--- src/rtl/temp_alert_params.svh ---
// Constants of the status, alarm and offset logic of the monitor.
// Assumes the bus engine hands over byte register accesses as pulses.
//
// Operation
// - Two read-only status registers, 0x02 and 0x23.
// - Status one bit 7 shows busy; no alert.
// - Bits 6..3 flag local/remote-one limit trips.
// - Bit 2 flags open remote sensor, both registers.
// - Overtemp flags in bits 1,0; never drive alert.
// - Status two bits 4,3 trips; 7..5 read zero.
// - Trip and open flags stay set until read or reset.
// - Any unmasked alert flag sets latch, pin low outside second overtemp mode.
// - Status one read clears bits 6..2 if gone.
// - Status two read clears bits 4..2 if gone.
// - Latch clears only on alert response, flags clear.
// - Overtemp pin low while any overtemp flag set.
// - Overtemp releases below limit minus hysteresis.
// - Second overtemp mode uses only high-limit trips.
// - Status two bit 0 mirrors the alert latch.
// - Offsets 10-bit signed at 0x11/0x12, 0x34/0x35.
// - Low byte top two bits, quarter degree steps.
// - Config bit 3 steers 0x11/0x12 to remote two.
// - Offset added to remote readings, resets to zero.
// - Write to 0x0F starts one conversion, data dropped.
// - High trips on greater, low on less-or-equal.
// - Alert after one to four consecutive out-of-limits.
`ifndef TEMP_ALERT_PARAMS_SVH
`define TEMP_ALERT_PARAMS_SVH

// ****************************************
// Register addresses
// ****************************************
`define ADDR_STATUS_ONE      8'h02
`define ADDR_ONESHOT         8'h0f
`define ADDR_OFF_HIGH        8'h11
`define ADDR_OFF_LOW         8'h12
`define ADDR_STATUS_TWO      8'h23
`define ADDR_OFF_TWO_HIGH    8'h34
`define ADDR_OFF_TWO_LOW     8'h35

// ****************************************
// Fields and reset values
// ****************************************
`define OFF_LOW_MSB          7
`define OFF_LOW_LSB          6
`define OFF_HIGH_RESET       8'h00
`define OFF_LOW_RESET        2'h0
`define RDATA_RESET          8'h00
`define STATUS_TWO_RSVD      3'h0
`define TEMP_MAX             10'h1ff
`define TEMP_MIN             10'h200

`endif

--- src/rtl/temp_alert_pkg.sv ---
// Types shared by the status, alarm and offset logic.
// Assumes temperatures are signed quarter degrees, ten bits wide.
package temp_alert_pkg;

	typedef logic signed [9:0] temp_t;

	// Channel codes from the conversion engine, Gray along round robin
	typedef enum logic [1:0] {
		chan_local      = 2'h0,
		chan_remote_one = 2'h1,
		chan_remote_two = 2'h3
	} chan_t;

	typedef struct packed {
		logic [2:0] cnt;
		logic       hi;
		logic       lo;
	} limit_state_t;

	typedef struct packed {
		logic over;
	} hyst_state_t;

	typedef struct packed {
		logic [1:0][7:0] off_hi;
		logic [1:0][1:0] off_lo;
		temp_t           corr;
		chan_t           corr_ch;
		logic            corr_vld;
		logic [1:0]      open;
		logic            eval;
		chan_t           eval_ch;
		logic [4:0]      s1_flags;
		logic [2:0]      s2_flags;
		logic            latch;
		logic            alert_n;
		logic            overtemp_output_n;
		logic [7:0]      rdata;
		logic            oneshot;
	} core_state_t;

endpackage

--- src/rtl/limit_check.sv ---
// Per-channel limit comparison with consecutive out-of-limit filter.
// Assumes upd is a one-cycle pulse with a stable corrected reading.
`timescale 1ns/1ps
module limit_check
	import temp_alert_pkg::*;
(
	input  wire logic       sys_clk,
	input  wire logic       nrst,
	input  wire logic       upd,
	input  wire temp_t      temp,
	input  wire temp_t      hi_lim,
	input  wire temp_t      lo_lim,
	input  wire logic [2:0] need,
	output logic            hi_trip,
	output logic            lo_trip
);

	limit_state_t st_r;
	limit_state_t st_nxt;
	logic         above;
	logic         below;

	always_comb begin
		st_nxt = st_r;
		above  = temp > hi_lim;
		below  = temp <= lo_lim;
		if (upd) begin
			if (above || below) begin
				if (st_r.cnt < need)
					st_nxt.cnt = st_r.cnt + 3'h1;
			end else begin
				st_nxt.cnt = 3'h0;
			end
			st_nxt.hi = above && (st_nxt.cnt >= need);
			st_nxt.lo = below && (st_nxt.cnt >= need);
		end
	end

	always_ff @(posedge sys_clk or negedge nrst) begin
		if (!nrst)
			st_r <= '0;
		else
			st_r <= st_nxt;
	end

	assign hi_trip = st_r.hi;
	assign lo_trip = st_r.lo;

endmodule // limit_check

--- src/rtl/overtemp_output_hyst.sv ---
// Over-temperature comparator with hysteresis below the limit.
// Assumes hysteresis is whole degrees, unsigned.
`timescale 1ns/1ps
module overtemp_output_hyst
	import temp_alert_pkg::*;
(
	input  wire logic       sys_clk,
	input  wire logic       nrst,
	input  wire logic       upd,
	input  wire temp_t      temp,
	input  wire temp_t      limit,
	input  wire logic [7:0] hyst,
	output logic            over
);

	hyst_state_t       st_r;
	hyst_state_t       st_nxt;
	logic signed [11:0] release_at;

	always_comb begin
		st_nxt     = st_r;
		release_at = {{2{limit[9]}}, limit} - $signed({2'h0, hyst, 2'h0});
		if (upd) begin
			if (temp > limit)
				st_nxt.over = 1'b1;
			else if ($signed({{2{temp[9]}}, temp}) < release_at)
				st_nxt.over = 1'b0;
		end
	end

	always_ff @(posedge sys_clk or negedge nrst) begin
		if (!nrst)
			st_r <= '0;
		else
			st_r <= st_nxt;
	end

	assign over = st_r.over;

endmodule // overtemp_output_hyst

--- src/rtl/temp_status_alert_offset_logic.sv ---
// Status flags, alert latch, overtemp outputs and remote offsets.
// Assumes register strobes and conversion results on sys_clk.
`timescale 1ns/1ps
`include "temp_alert_params.svh"
module temp_status_alert_offset_logic
	import temp_alert_pkg::*;
(
	input  wire logic            sys_clk,
	input  wire logic            nrst,
	input  wire logic [7:0]      reg_addr,
	input  wire logic [7:0]      reg_wdata,
	input  wire logic            reg_wr,
	input  wire logic            reg_rd,
	input  wire logic            alert_resp,
	input  wire logic            conv_busy,
	input  wire logic            conv_done,
	input  wire chan_t           conv_chan,
	input  wire temp_t           conv_temp,
	input  wire logic            conv_open,
	input  wire logic [2:0][9:0] high_limit,
	input  wire logic [2:0][9:0] low_limit,
	input  wire logic [2:0][9:0] overtemp_output_limit,
	input  wire logic [7:0]      overtemp_output_hyst_val,
	input  wire logic [2:0]      consec_cfg,
	input  wire logic            alert_mask,
	input  wire logic            second_overtemp_output_mode,
	input  wire logic            offset_sel,
	output logic [7:0]           reg_rdata,
	output logic                 alert_n,
	output logic                 overtemp_n,
	output logic                 oneshot_start,
	output logic [9:0]           corr_temp,
	output logic [1:0]           corr_chan,
	output logic                 corr_valid
);

	// ****************************************
	// Declarations
	// ****************************************
	core_state_t  st_r;
	core_state_t  st_nxt;
	logic [2:0]   hi_trip;
	logic [2:0]   lo_trip;
	logic [2:0]   over_flag;
	logic [2:0]   over_high;
	logic [2:0]   ch_upd;
	logic [2:0]   need;
	logic [2:0]   ev_ch;
	logic [4:0]   cond1;
	logic [2:0]   cond2;
	logic [4:0]   set1;
	logic [2:0]   set2;
	logic [7:0]   status_one;
	logic [7:0]   status_two;
	logic         rd_s1;
	logic         rd_s2;
	logic         any_flag;
	logic         off_idx;
	logic [9:0]   off_val;
	logic [10:0]  sum;

	// ****************************************
	// Per-channel comparison
	// ****************************************
	assign need = 3'h1 + {2'h0, consec_cfg[0]} + {2'h0, consec_cfg[1]}
		+ {2'h0, consec_cfg[2]};

	genvar gi;
	generate
		for (gi = 0; gi < 3; gi++) begin : g_chan
			assign ch_upd[gi] = st_r.corr_vld
				&& (st_r.corr_ch == chan_t'(gi == 2 ? 3 : gi));

			limit_check u_limit (
				.sys_clk (sys_clk),
				.nrst    (nrst),
				.upd     (ch_upd[gi]),
				.temp    (st_r.corr),
				.hi_lim  (high_limit[gi]),
				.lo_lim  (low_limit[gi]),
				.need    (need),
				.hi_trip (hi_trip[gi]),
				.lo_trip (lo_trip[gi])
			);

			overtemp_output_hyst u_overtemp_output (
				.sys_clk (sys_clk),
				.nrst    (nrst),
				.upd     (ch_upd[gi]),
				.temp    (st_r.corr),
				.limit   (overtemp_output_limit[gi]),
				.hyst    (overtemp_output_hyst_val),
				.over    (over_flag[gi])
			);

			overtemp_output_hyst u_second_overtemp_output (
				.sys_clk (sys_clk),
				.nrst    (nrst),
				.upd     (ch_upd[gi]),
				.temp    (st_r.corr),
				.limit   (high_limit[gi]),
				.hyst    (overtemp_output_hyst_val),
				.over    (over_high[gi])
			);
		end
	endgenerate

	// ****************************************
	// Status views
	// ****************************************
	assign ev_ch[0] = st_r.eval && (st_r.eval_ch == chan_local);
	assign ev_ch[1] = st_r.eval && (st_r.eval_ch == chan_remote_one);
	assign ev_ch[2] = st_r.eval && (st_r.eval_ch == chan_remote_two);

	// Current cause of each sticky flag
	assign cond1 = {hi_trip[0], lo_trip[0], hi_trip[1], lo_trip[1],
		st_r.open[0]};
	assign cond2 = {hi_trip[2], lo_trip[2], st_r.open[1]};
	assign set1  = cond1 & {ev_ch[0], ev_ch[0], ev_ch[1], ev_ch[1],
		ev_ch[1]};
	assign set2  = cond2 & {3{ev_ch[2]}};

	assign status_one = {conv_busy, st_r.s1_flags,
		over_flag[1], over_flag[0]};
	assign status_two = {`STATUS_TWO_RSVD, st_r.s2_flags,
		over_flag[2], st_r.latch};

	assign rd_s1 = reg_rd && (reg_addr == `ADDR_STATUS_ONE);
	assign rd_s2 = reg_rd && (reg_addr == `ADDR_STATUS_TWO);

	// Only limit and open flags feed the alert
	assign any_flag = |{st_r.s1_flags, st_r.s2_flags};

	// ****************************************
	// Offset correction
	// ****************************************
	assign off_idx = (conv_chan == chan_remote_two);
	assign off_val = {st_r.off_hi[off_idx], st_r.off_lo[off_idx]};
	assign sum     = {conv_temp[9], conv_temp} + {off_val[9], off_val};

	// ****************************************
	// Next state
	// ****************************************
	always_comb begin
		st_nxt          = st_r;
		st_nxt.oneshot  = 1'b0;
		st_nxt.corr_vld = conv_done;
		st_nxt.eval     = st_r.corr_vld;
		st_nxt.eval_ch  = st_r.corr_ch;

		// Stage the corrected reading
		if (conv_done) begin
			st_nxt.corr_ch = conv_chan;
			if (conv_chan == chan_local)
				st_nxt.corr = conv_temp;
			else if (sum[10] != sum[9])
				st_nxt.corr = sum[10] ? `TEMP_MIN : `TEMP_MAX;
			else
				st_nxt.corr = temp_t'(sum[9:0]);
			if (conv_chan == chan_remote_one)
				st_nxt.open[0] = conv_open;
			if (conv_chan == chan_remote_two)
				st_nxt.open[1] = conv_open;
		end

		// Register writes
		if (reg_wr) begin
			case (reg_addr)
				`ADDR_ONESHOT:
					st_nxt.oneshot = 1'b1;
				`ADDR_OFF_HIGH:
					st_nxt.off_hi[offset_sel] = reg_wdata;
				`ADDR_OFF_LOW:
					st_nxt.off_lo[offset_sel] =
						reg_wdata[`OFF_LOW_MSB:`OFF_LOW_LSB];
				`ADDR_OFF_TWO_HIGH:
					st_nxt.off_hi[1] = reg_wdata;
				`ADDR_OFF_TWO_LOW:
					st_nxt.off_lo[1] =
						reg_wdata[`OFF_LOW_MSB:`OFF_LOW_LSB];
				default: ;
			endcase
		end

		// Register reads
		if (reg_rd) begin
			case (reg_addr)
				`ADDR_STATUS_ONE:
					st_nxt.rdata = status_one;
				`ADDR_STATUS_TWO:
					st_nxt.rdata = status_two;
				`ADDR_OFF_HIGH:
					st_nxt.rdata = st_r.off_hi[offset_sel];
				`ADDR_OFF_LOW:
					st_nxt.rdata = {st_r.off_lo[offset_sel], 6'h00};
				`ADDR_OFF_TWO_HIGH:
					st_nxt.rdata = st_r.off_hi[1];
				`ADDR_OFF_TWO_LOW:
					st_nxt.rdata = {st_r.off_lo[1], 6'h00};
				default:
					st_nxt.rdata = `RDATA_RESET;
			endcase
		end

		// Sticky flags: read clears gone causes, a new set wins
		if (rd_s1)
			st_nxt.s1_flags = st_r.s1_flags & cond1;
		if (rd_s2)
			st_nxt.s2_flags = st_r.s2_flags & cond2;
		st_nxt.s1_flags = st_nxt.s1_flags | set1;
		st_nxt.s2_flags = st_nxt.s2_flags | set2;

		// Alert latch survives status reads
		if (alert_resp && !any_flag)
			st_nxt.latch = 1'b0;
		if (any_flag && !alert_mask)
			st_nxt.latch = 1'b1;

		if (second_overtemp_output_mode)
			st_nxt.alert_n = ~|over_high;
		else
			st_nxt.alert_n = ~st_r.latch;
		st_nxt.overtemp_output_n = ~|over_flag;
	end

	// ****************************************
	// State register
	// ****************************************
	always_ff @(posedge sys_clk or negedge nrst) begin
		if (!nrst) begin
			st_r         <= '0;
			st_r.off_hi  <= {2{`OFF_HIGH_RESET}};
			st_r.off_lo  <= {2{`OFF_LOW_RESET}};
			st_r.rdata   <= `RDATA_RESET;
			st_r.alert_n <= 1'b1;
			st_r.overtemp_output_n <= 1'b1;
		end else begin
			st_r <= st_nxt;
		end
	end

	// ****************************************
	// Outputs
	// ****************************************
	assign reg_rdata     = st_r.rdata;
	assign alert_n       = st_r.alert_n;
	assign overtemp_n    = st_r.overtemp_output_n;
	assign oneshot_start = st_r.oneshot;
	assign corr_temp     = st_r.corr;
	assign corr_chan     = st_r.corr_ch;
	assign corr_valid    = st_r.corr_vld;

endmodule // temp_status_alert_offset_logic

--- config.mk ---
export PLATFORM = sky130hd
export DESIGN_NAME = temp_status_alert_offset_logic
export DESIGN_NICKNAME = d
export VERILOG_FILES = /design/src/rtl/temp_alert_pkg.sv /design/src/rtl/limit_check.sv /design/src/rtl/overtemp_output_hyst.sv /design/src/rtl/temp_status_alert_offset_logic.sv
export VERILOG_INCLUDE_DIRS = /design/src /design/src/rtl
export SDC_FILE = /design/constraint.sdc
export NUM_CORES = 1
export LEC_CHECK = 0
export BUFFER_PORTS_ARGS = -buffer_cell sky130_fd_sc_hd__buf_2
export CAP_MARGIN = 20
export CORE_MARGIN = 1.5
export CORE_UTILIZATION = 30
export CTS_BUF_LIST = sky130_fd_sc_hd__clkbuf_8
export DETAILED_ROUTE_END_ITERATION = 6
export PLACE_DENSITY = 0.53
export SLEW_MARGIN = 20
export SYNTH_ARGS = -nofsm -noshare
export SYNTH_HDL_FRONTEND = slang
export SYNTH_HIERARCHICAL = 1
export SYNTH_SLANG_ARGS = --single-unit
--- constraint.sdc ---
create_clock -name sys_clk -period 8.8 [get_ports sys_clk]
set_input_delay 2.64 -clock sys_clk [delete_from_list [all_inputs] [get_ports sys_clk]]
set_output_delay 2.64 -clock sys_clk [all_outputs]
set_load 0.01 [all_outputs]
Word level (Yosys, flattened, before mapping)
Index checks and enable logic that the tools add are counted. Widths: inputs -> output; s select.

Register bits: 79. Latch bits: 0. RAM bits: 0. Bits in read-only memories: 0. Input port bits: 140. Word-level logic and storage cells: 190. Memories: 0.

$add $sub $neg: 13. $mul: 0. Divide/modulo/power cells: 0. $lt $le $gt $ge: 24. Equal/unequal tests: 14. Shifts and indexed selects: 0. Muxes and demuxes: 48. Bitwise gates (word level): 7. Reductions and logical operators: 51.

Operators by type and width (count): $lt 10x12->1 (6); $sub 10x11->12 (6); $gt 10x10->1 (6); $pmux 8 s6 (1); $mux 8 (5); $le 10x10->1 (3); $mux 10 (3); $mux 3 (10); $eq 8x6->1 const B (3); $reduce_and 2->1 (12); $reduce_bool 2->1 (9); $logic_and 1x1->1 (17); $mux 1 (17); $bwmux 16 (1); $eq 8x5->1 const B (2); $pmux 8 s2 (1); $add 10x10->11 (1); $and 5x5->5 (2); $mux 2 (5); $add 3x1->3 const B (3); $ge 3x3->1 (3); $lt 3x3->1 (3); $demux 8 s1 (1); $eq 8x2->1 const B (1); other kinds (22) (36).

Depth between registers and ports, before layout
Depth after elaboration: 9. Mapped depth: 17. Depth with buffers taken out: 17.

Modules after synthesis
Netlist, hierarchy kept.

Modules (own cells, without submodules): overtemp_output_hyst at g_chan[0].u_overtemp_output ... (times used 4, cells an instance 114, area each 904.6 µm²); temp_status_alert_offset_logic (times used 1, cells an instance 359, area each 3601.0 µm²); limit_check (times used 3, cells an instance 114, area each 955.9 µm²); overtemp_output_hyst at g_chan[0].u_second_overtemp_output ... (times used 2, cells an instance 116, area each 908.4 µm²).

Least setup slack after synthesis
No wires, ideal clock.

Path type: input-to-reg. From: in consec_cfg[0]. To: reg g_chan[0].u_limit.st_r (netlist bit g_chan[0].u_limit/hi_trip). Library setup time: 124 ps. Data arrival time: 5297 ps. Required time: 8676 ps. Path slack: 3378 ps. Stages on the path: 17. Cell sequence: inv_1 > ha_1 > inv_1 > ha_1 > ha_1 > inv_1 > ha_1 > a21o_1 > a21oi_1 > xor2_1 > nand2b_1 > ha_1 > nand2b_1 > a21oi_1 > nor2b_1 > o21ai_0 > o2bb2ai_1.

Longest elaborated chain between the ends: 9.

Ends and longest elaborated chain: start, declared (line temp_status_alert_offset_logic.sv:24) `input wire logic [2:0] consec_cfg,`; $add 1x1->2 (*) (line temp_status_alert_offset_logic.sv:65) `assign need = 3'h1 + {2'h0, consec_cfg[0]} + {2'h0, consec_cfg[1]}`; $add 2x1->3 (*) (line temp_status_alert_offset_logic.sv:65); $add 3x1->3 (*) (line temp_status_alert_offset_logic.sv:66) `+ {2'h0, consec_cfg[2]};`; named net need[1] (line temp_status_alert_offset_logic.sv:47) `logic [2:0] need;`; $lt 3x3->1 (line limit_check.sv:29) `if (st_r.cnt < need)`; $mux 3 (line limit_check.sv:29); $mux 3 (line limit_check.sv:28) `if (above || below) begin`; $mux 3 (line limit_check.sv:27) `if (upd) begin`; $ge 3x3->1 (*) (line limit_check.sv:34) `st_nxt.hi = above && (st_nxt.cnt >= need);`; $logic_and 1x1->1 (*) (line limit_check.sv:34); end signal, assigned (line limit_check.sv:43) `st_r <= st_nxt;`; end, declared (line limit_check.sv:18) `limit_state_t st_r;`.

Mark *: on every way through the listed nets, which the timed path passes. The rest lies on a longest branch. The select of a mux whose other input is x is not followed. A chain may end at the register's enable or synchronous reset.

Worst setup path after layout
From: in consec_cfg[0]. To: reg g_chan[0].u_limit.st_r (netlist bit g_chan[0].u_limit/lo_trip).

Longest elaborated chain between the ends: 9.

Ends and longest elaborated chain: $add 1x1->2 (*) (line temp_status_alert_offset_logic.sv:65); $add 2x1->3 (*) (line temp_status_alert_offset_logic.sv:65); $add 3x1->3 (*) (line temp_status_alert_offset_logic.sv:66); named net need[1] (line temp_status_alert_offset_logic.sv:47); $lt 3x3->1 (line limit_check.sv:29); $mux 3 (line limit_check.sv:29); $mux 3 (line limit_check.sv:28); $mux 3 (line limit_check.sv:27); $ge 3x3->1 (*) (line limit_check.sv:35) `st_nxt.lo = below && (st_nxt.cnt >= need);`; $logic_and 1x1->1 (*) (line limit_check.sv:35).

Marked as above.

==> results.json <==
{
  "yosys.area.top_type": "ha_1",
  "finalPower_mw": 1.672,
  "synthXorXnorAreaFrac_pct": 3.237,
  "post-cts-setup-buffers": 0,
  "ys_top_cells_by_count": "ha_1, inv_1, nor2_1",
  "clock-sinks": 79,
  "dr_total_vias": 10410,
  "yosysMostFrequentCell": "ha_1",
  "clk_pin_slew_worst_paths_ns": 0.09,
  "worstSetupEndpointType": "register",
  "detail-route-antenna-nets": 0,
  "cts_hold_buf": 0,
  "min_delay_path_depth": 0,
  "hold_viol_final": 0,
  "final.min_clock_period_ns": 5.417,
  "status": "complete, no violations",
  "die_w_um": 202.2,
  "wl_um": 35930,
  "die_h_um": 202.2,
  "fin_crit_sh_pct": 61.56,
  "fin_setup_tns_ns": 0,
  "first_pass_iters": 5,
  "antenna_found_initial": 4,
  "grt_usage_pct": 17.79,
  "ys_ff_latch": 79,
  "power_density_nw_per_um2": 124.1,
  "power.leakage_nw": 7.044,
  "post-place-cells": 2054,
  "worst_slew_pin_slew_ns": 0.7980,
  "synthMuxAreaShare_pct": 4.698,
  "clock_path_buffers": 2,
  "hold_end": "st_r[22]",
  "netlist_area_um2": 11900,
  "synthSimpleGateAreaFrac_pct": 15.13,
  "reg2reg_from": "corr_temp[5]",
  "nFillCells": 4083,
  "async_flop_share_pct": 100.0,
  "post_drt_via_cell_ratio": 5.024,
  "ys.flop_type": "dfrtp_1",
  "yosys_warnings": 6,
  "worst_r2r_path_depth": 13,
  "gp_congestion": 0.8237,
  "crit_fanout": 4,
  "path_class": "primary input to register",
  "synth_compound_area_share_pct": 21.58,
  "peakVddDrop_v": 0.00008902,
  "synthAdderAreaFrac_pct": 29.03,
  "drt_iter0_markers": 616,
  "arrival_ns": 5.68,
  "critPathLaunchType": "primary input",
  "wl_per_cell_um": 17.33,
  "tritoncts": "yes",
  "clock-skew-final_ns": 0.03128,
  "rr_endpoint": "g_chan[0].u_limit/lo_trip",
  "core_area_um2": 38920,
  "dp_hpwl_um": 28790,
  "drive_above_1_share_pct": 17.98,
  "initial_core_util_pct": 30.59,
  "final_max_slew_viol_count": 0,
  "synth_top_family_by_area": "adder cells",
  "cts-resized-gates": 0,
  "die-area_um2": 40880,
  "yosysSeqAreaShare_pct": 16.63,
  "clock_latency_ns": 0.39,
  "ys_top_cells_by_area": "ha_1, dfrtp_1, inv_1, mux2_2, a21oi_1",
  "port_buffers": 163,
  "synth_area_per_cell_um2": 8.570,
  "cp.required_ns": 9.06,
  "max_freq_mhz": 184.6,
  "worst-r2r-setup-slack_ns": 5.09,
  "setup_violations": 0,
  "syn_inst": 1389,
  "grt_pass1_wl_um": 56650,
  "fin_nets": 1959,
  "rsz0062_at_grt": "no",
  "io_pins": 164,
  "cts_htree_levels": 3,
  "finalNonFillerCells": 2073,
  "grt_pass1_vias": 10360,
  "hold_path_class": "register to register",
  "synth_cell_types": 84,
  "synth_nets": 1801,
  "drc_errors": 0,
  "num_rows": 72,
  "holdWs_ns": 0.4446,
  "cts_buffers": 9,
  "cts_root_buf": "clkbuf_8",
  "synth-edff-count": 0,
  "grt_max_degree": 62,
  "cap_violations": 0,
  "synth_top_area_share_pct": 27.85,
  "area_growth_syn_to_layout_pct": 13.16,
  "hold_path.startpoint": "corr_valid",
  "grt_overflow": 0,
  "relSlewSlack_pct": 46.80
}
-- per-stage QoR --
stage	area, µm²	setup slack (ns)	utilization (%)
final	13470	3.383	34.61
after detailed placement	13270	2.956	34.09
after CTS	13460	3.383	34.59
after floorplan	11900	3.378	-
after global placement	13270	3.018	34.09
after global routing	13470	3.095	34.61
-- registers in the layout, summed over array words and instances (netlist names), 2 cells and up --
signal / cells
g_chan.u_limit/hi_trip: 3
g_chan.u_overtemp_output/over: 3
st_r: 32
reg_rdata: 8
corr_chan: 2
g_chan.u_limit/lo_trip: 3
g_chan.u_limit/st_r: 9
corr_temp: 10
g_chan.u_second_overtemp_output/over: 3
-- metal layers --
layer	global-route usage [%]	vias to the layer above	wire length, µm
met2	30.31	200	16960
met1	23.41	4869	16600
met4	4.947	2	717
li1	-	5296	-
met3	2.451	47	1641
met5	0	-	16
-- cells in the final DEF (no fill, tap or decap), types with 7 or more instances in the layout --
cell type,count
a2111oi_4,7
a21oi_1,80
nand3_1,20
a211oi_1,19
xnor2_1,28
nand2_1,51
clkbuf_8,9
mux2i_1,12
o21a_1,8
o21ai_0,40
xor2_1,16
ha_1,265
a21o_1,37
a221o_1,9
buf_2,162
nand2b_1,30
o21bai_1,19
nor2b_1,29
inv_1,251
nor3_1,25
buf_4,14
a221oi_2,9
dfrtp_1,77
mux2_2,39
a22o_1,14
o311ai_0,8
nor2_1,82
o211ai_1,15
fa_1,7
nand4_1,27
and4_1,9
-- critical path: stages --
cell and delay (ns):
buf_2 0.08, inv_1 0.03, ha_1 0.27, inv_1 0.04
ha_1 0.17, ha_1 0.33, inv_1 0.08, ha_1 0.27
a21o_1 0.17, a21oi_1 0.42, xor2_1 0.19, nand2b_1 0.07
ha_1 0.26, nand2b_1 0.14, a21oi_1 0.15, nor2b_1 0.06
o21ai_0 0.24, o2bb2ai_1 0.09
-- cell type report --
cell class	instances	area (µm²)	area share [%]
Tap cell	518	648.1	4.811
Clock buffer	9	123.9	0.9196
Inverter	254	953.4	7.078
Timing Repair Buffer	176	915.9	6.799
Sequential cell	79	1979	14.69
Multi-Input combinational cell	1027	8770	65.10
Antenna cell	3	7.507	0.05573
Clock inverter	7	72.57	0.5387
-- logic make-up (layout without fill, tap and decap cells) --
family | Yosys count | in the layout
AO/OA/AOI/OAI | 331 | 331
AND/OR/NAND/NOR | 329 | 329
buffers and inverters | 283 | 446
adder cells (fa/ha/maj) | 272 | 272
flip-flops | 79 | 79
multiplexers | 51 | 51
XOR/XNOR | 44 | 44
other | 0 | 3
-- worst max-delay path by stage --
stage | endpoint | startpoint | slack, ns
2_1_floorplan | g_chan[0].u_limit/hi_trip | consec_cfg[0] | 3.38
3_3_place_gp | g_chan[0].u_limit/hi_trip | consec_cfg[0] | 3.02
3_5_place_dp | g_chan[0].u_limit/lo_trip | consec_cfg[0] | 2.96
4_1_cts | g_chan[0].u_limit/lo_trip | consec_cfg[0] | 3.38
5_1_grt | g_chan[0].u_limit/lo_trip | consec_cfg[0] | 3.09
6_report | g_chan[0].u_limit/lo_trip | consec_cfg[0] | 3.38
-- power breakdown --
part | switching, mW | internal [mW] | leakage [nW]
Clock | 0.182 | 0.112 | 0.0975
Sequential | 0.0609 | 0.406 | 0.965
Combinational | 0.502 | 0.409 | 5.98
No activity file was read; power rests on OpenSTA's default activity.
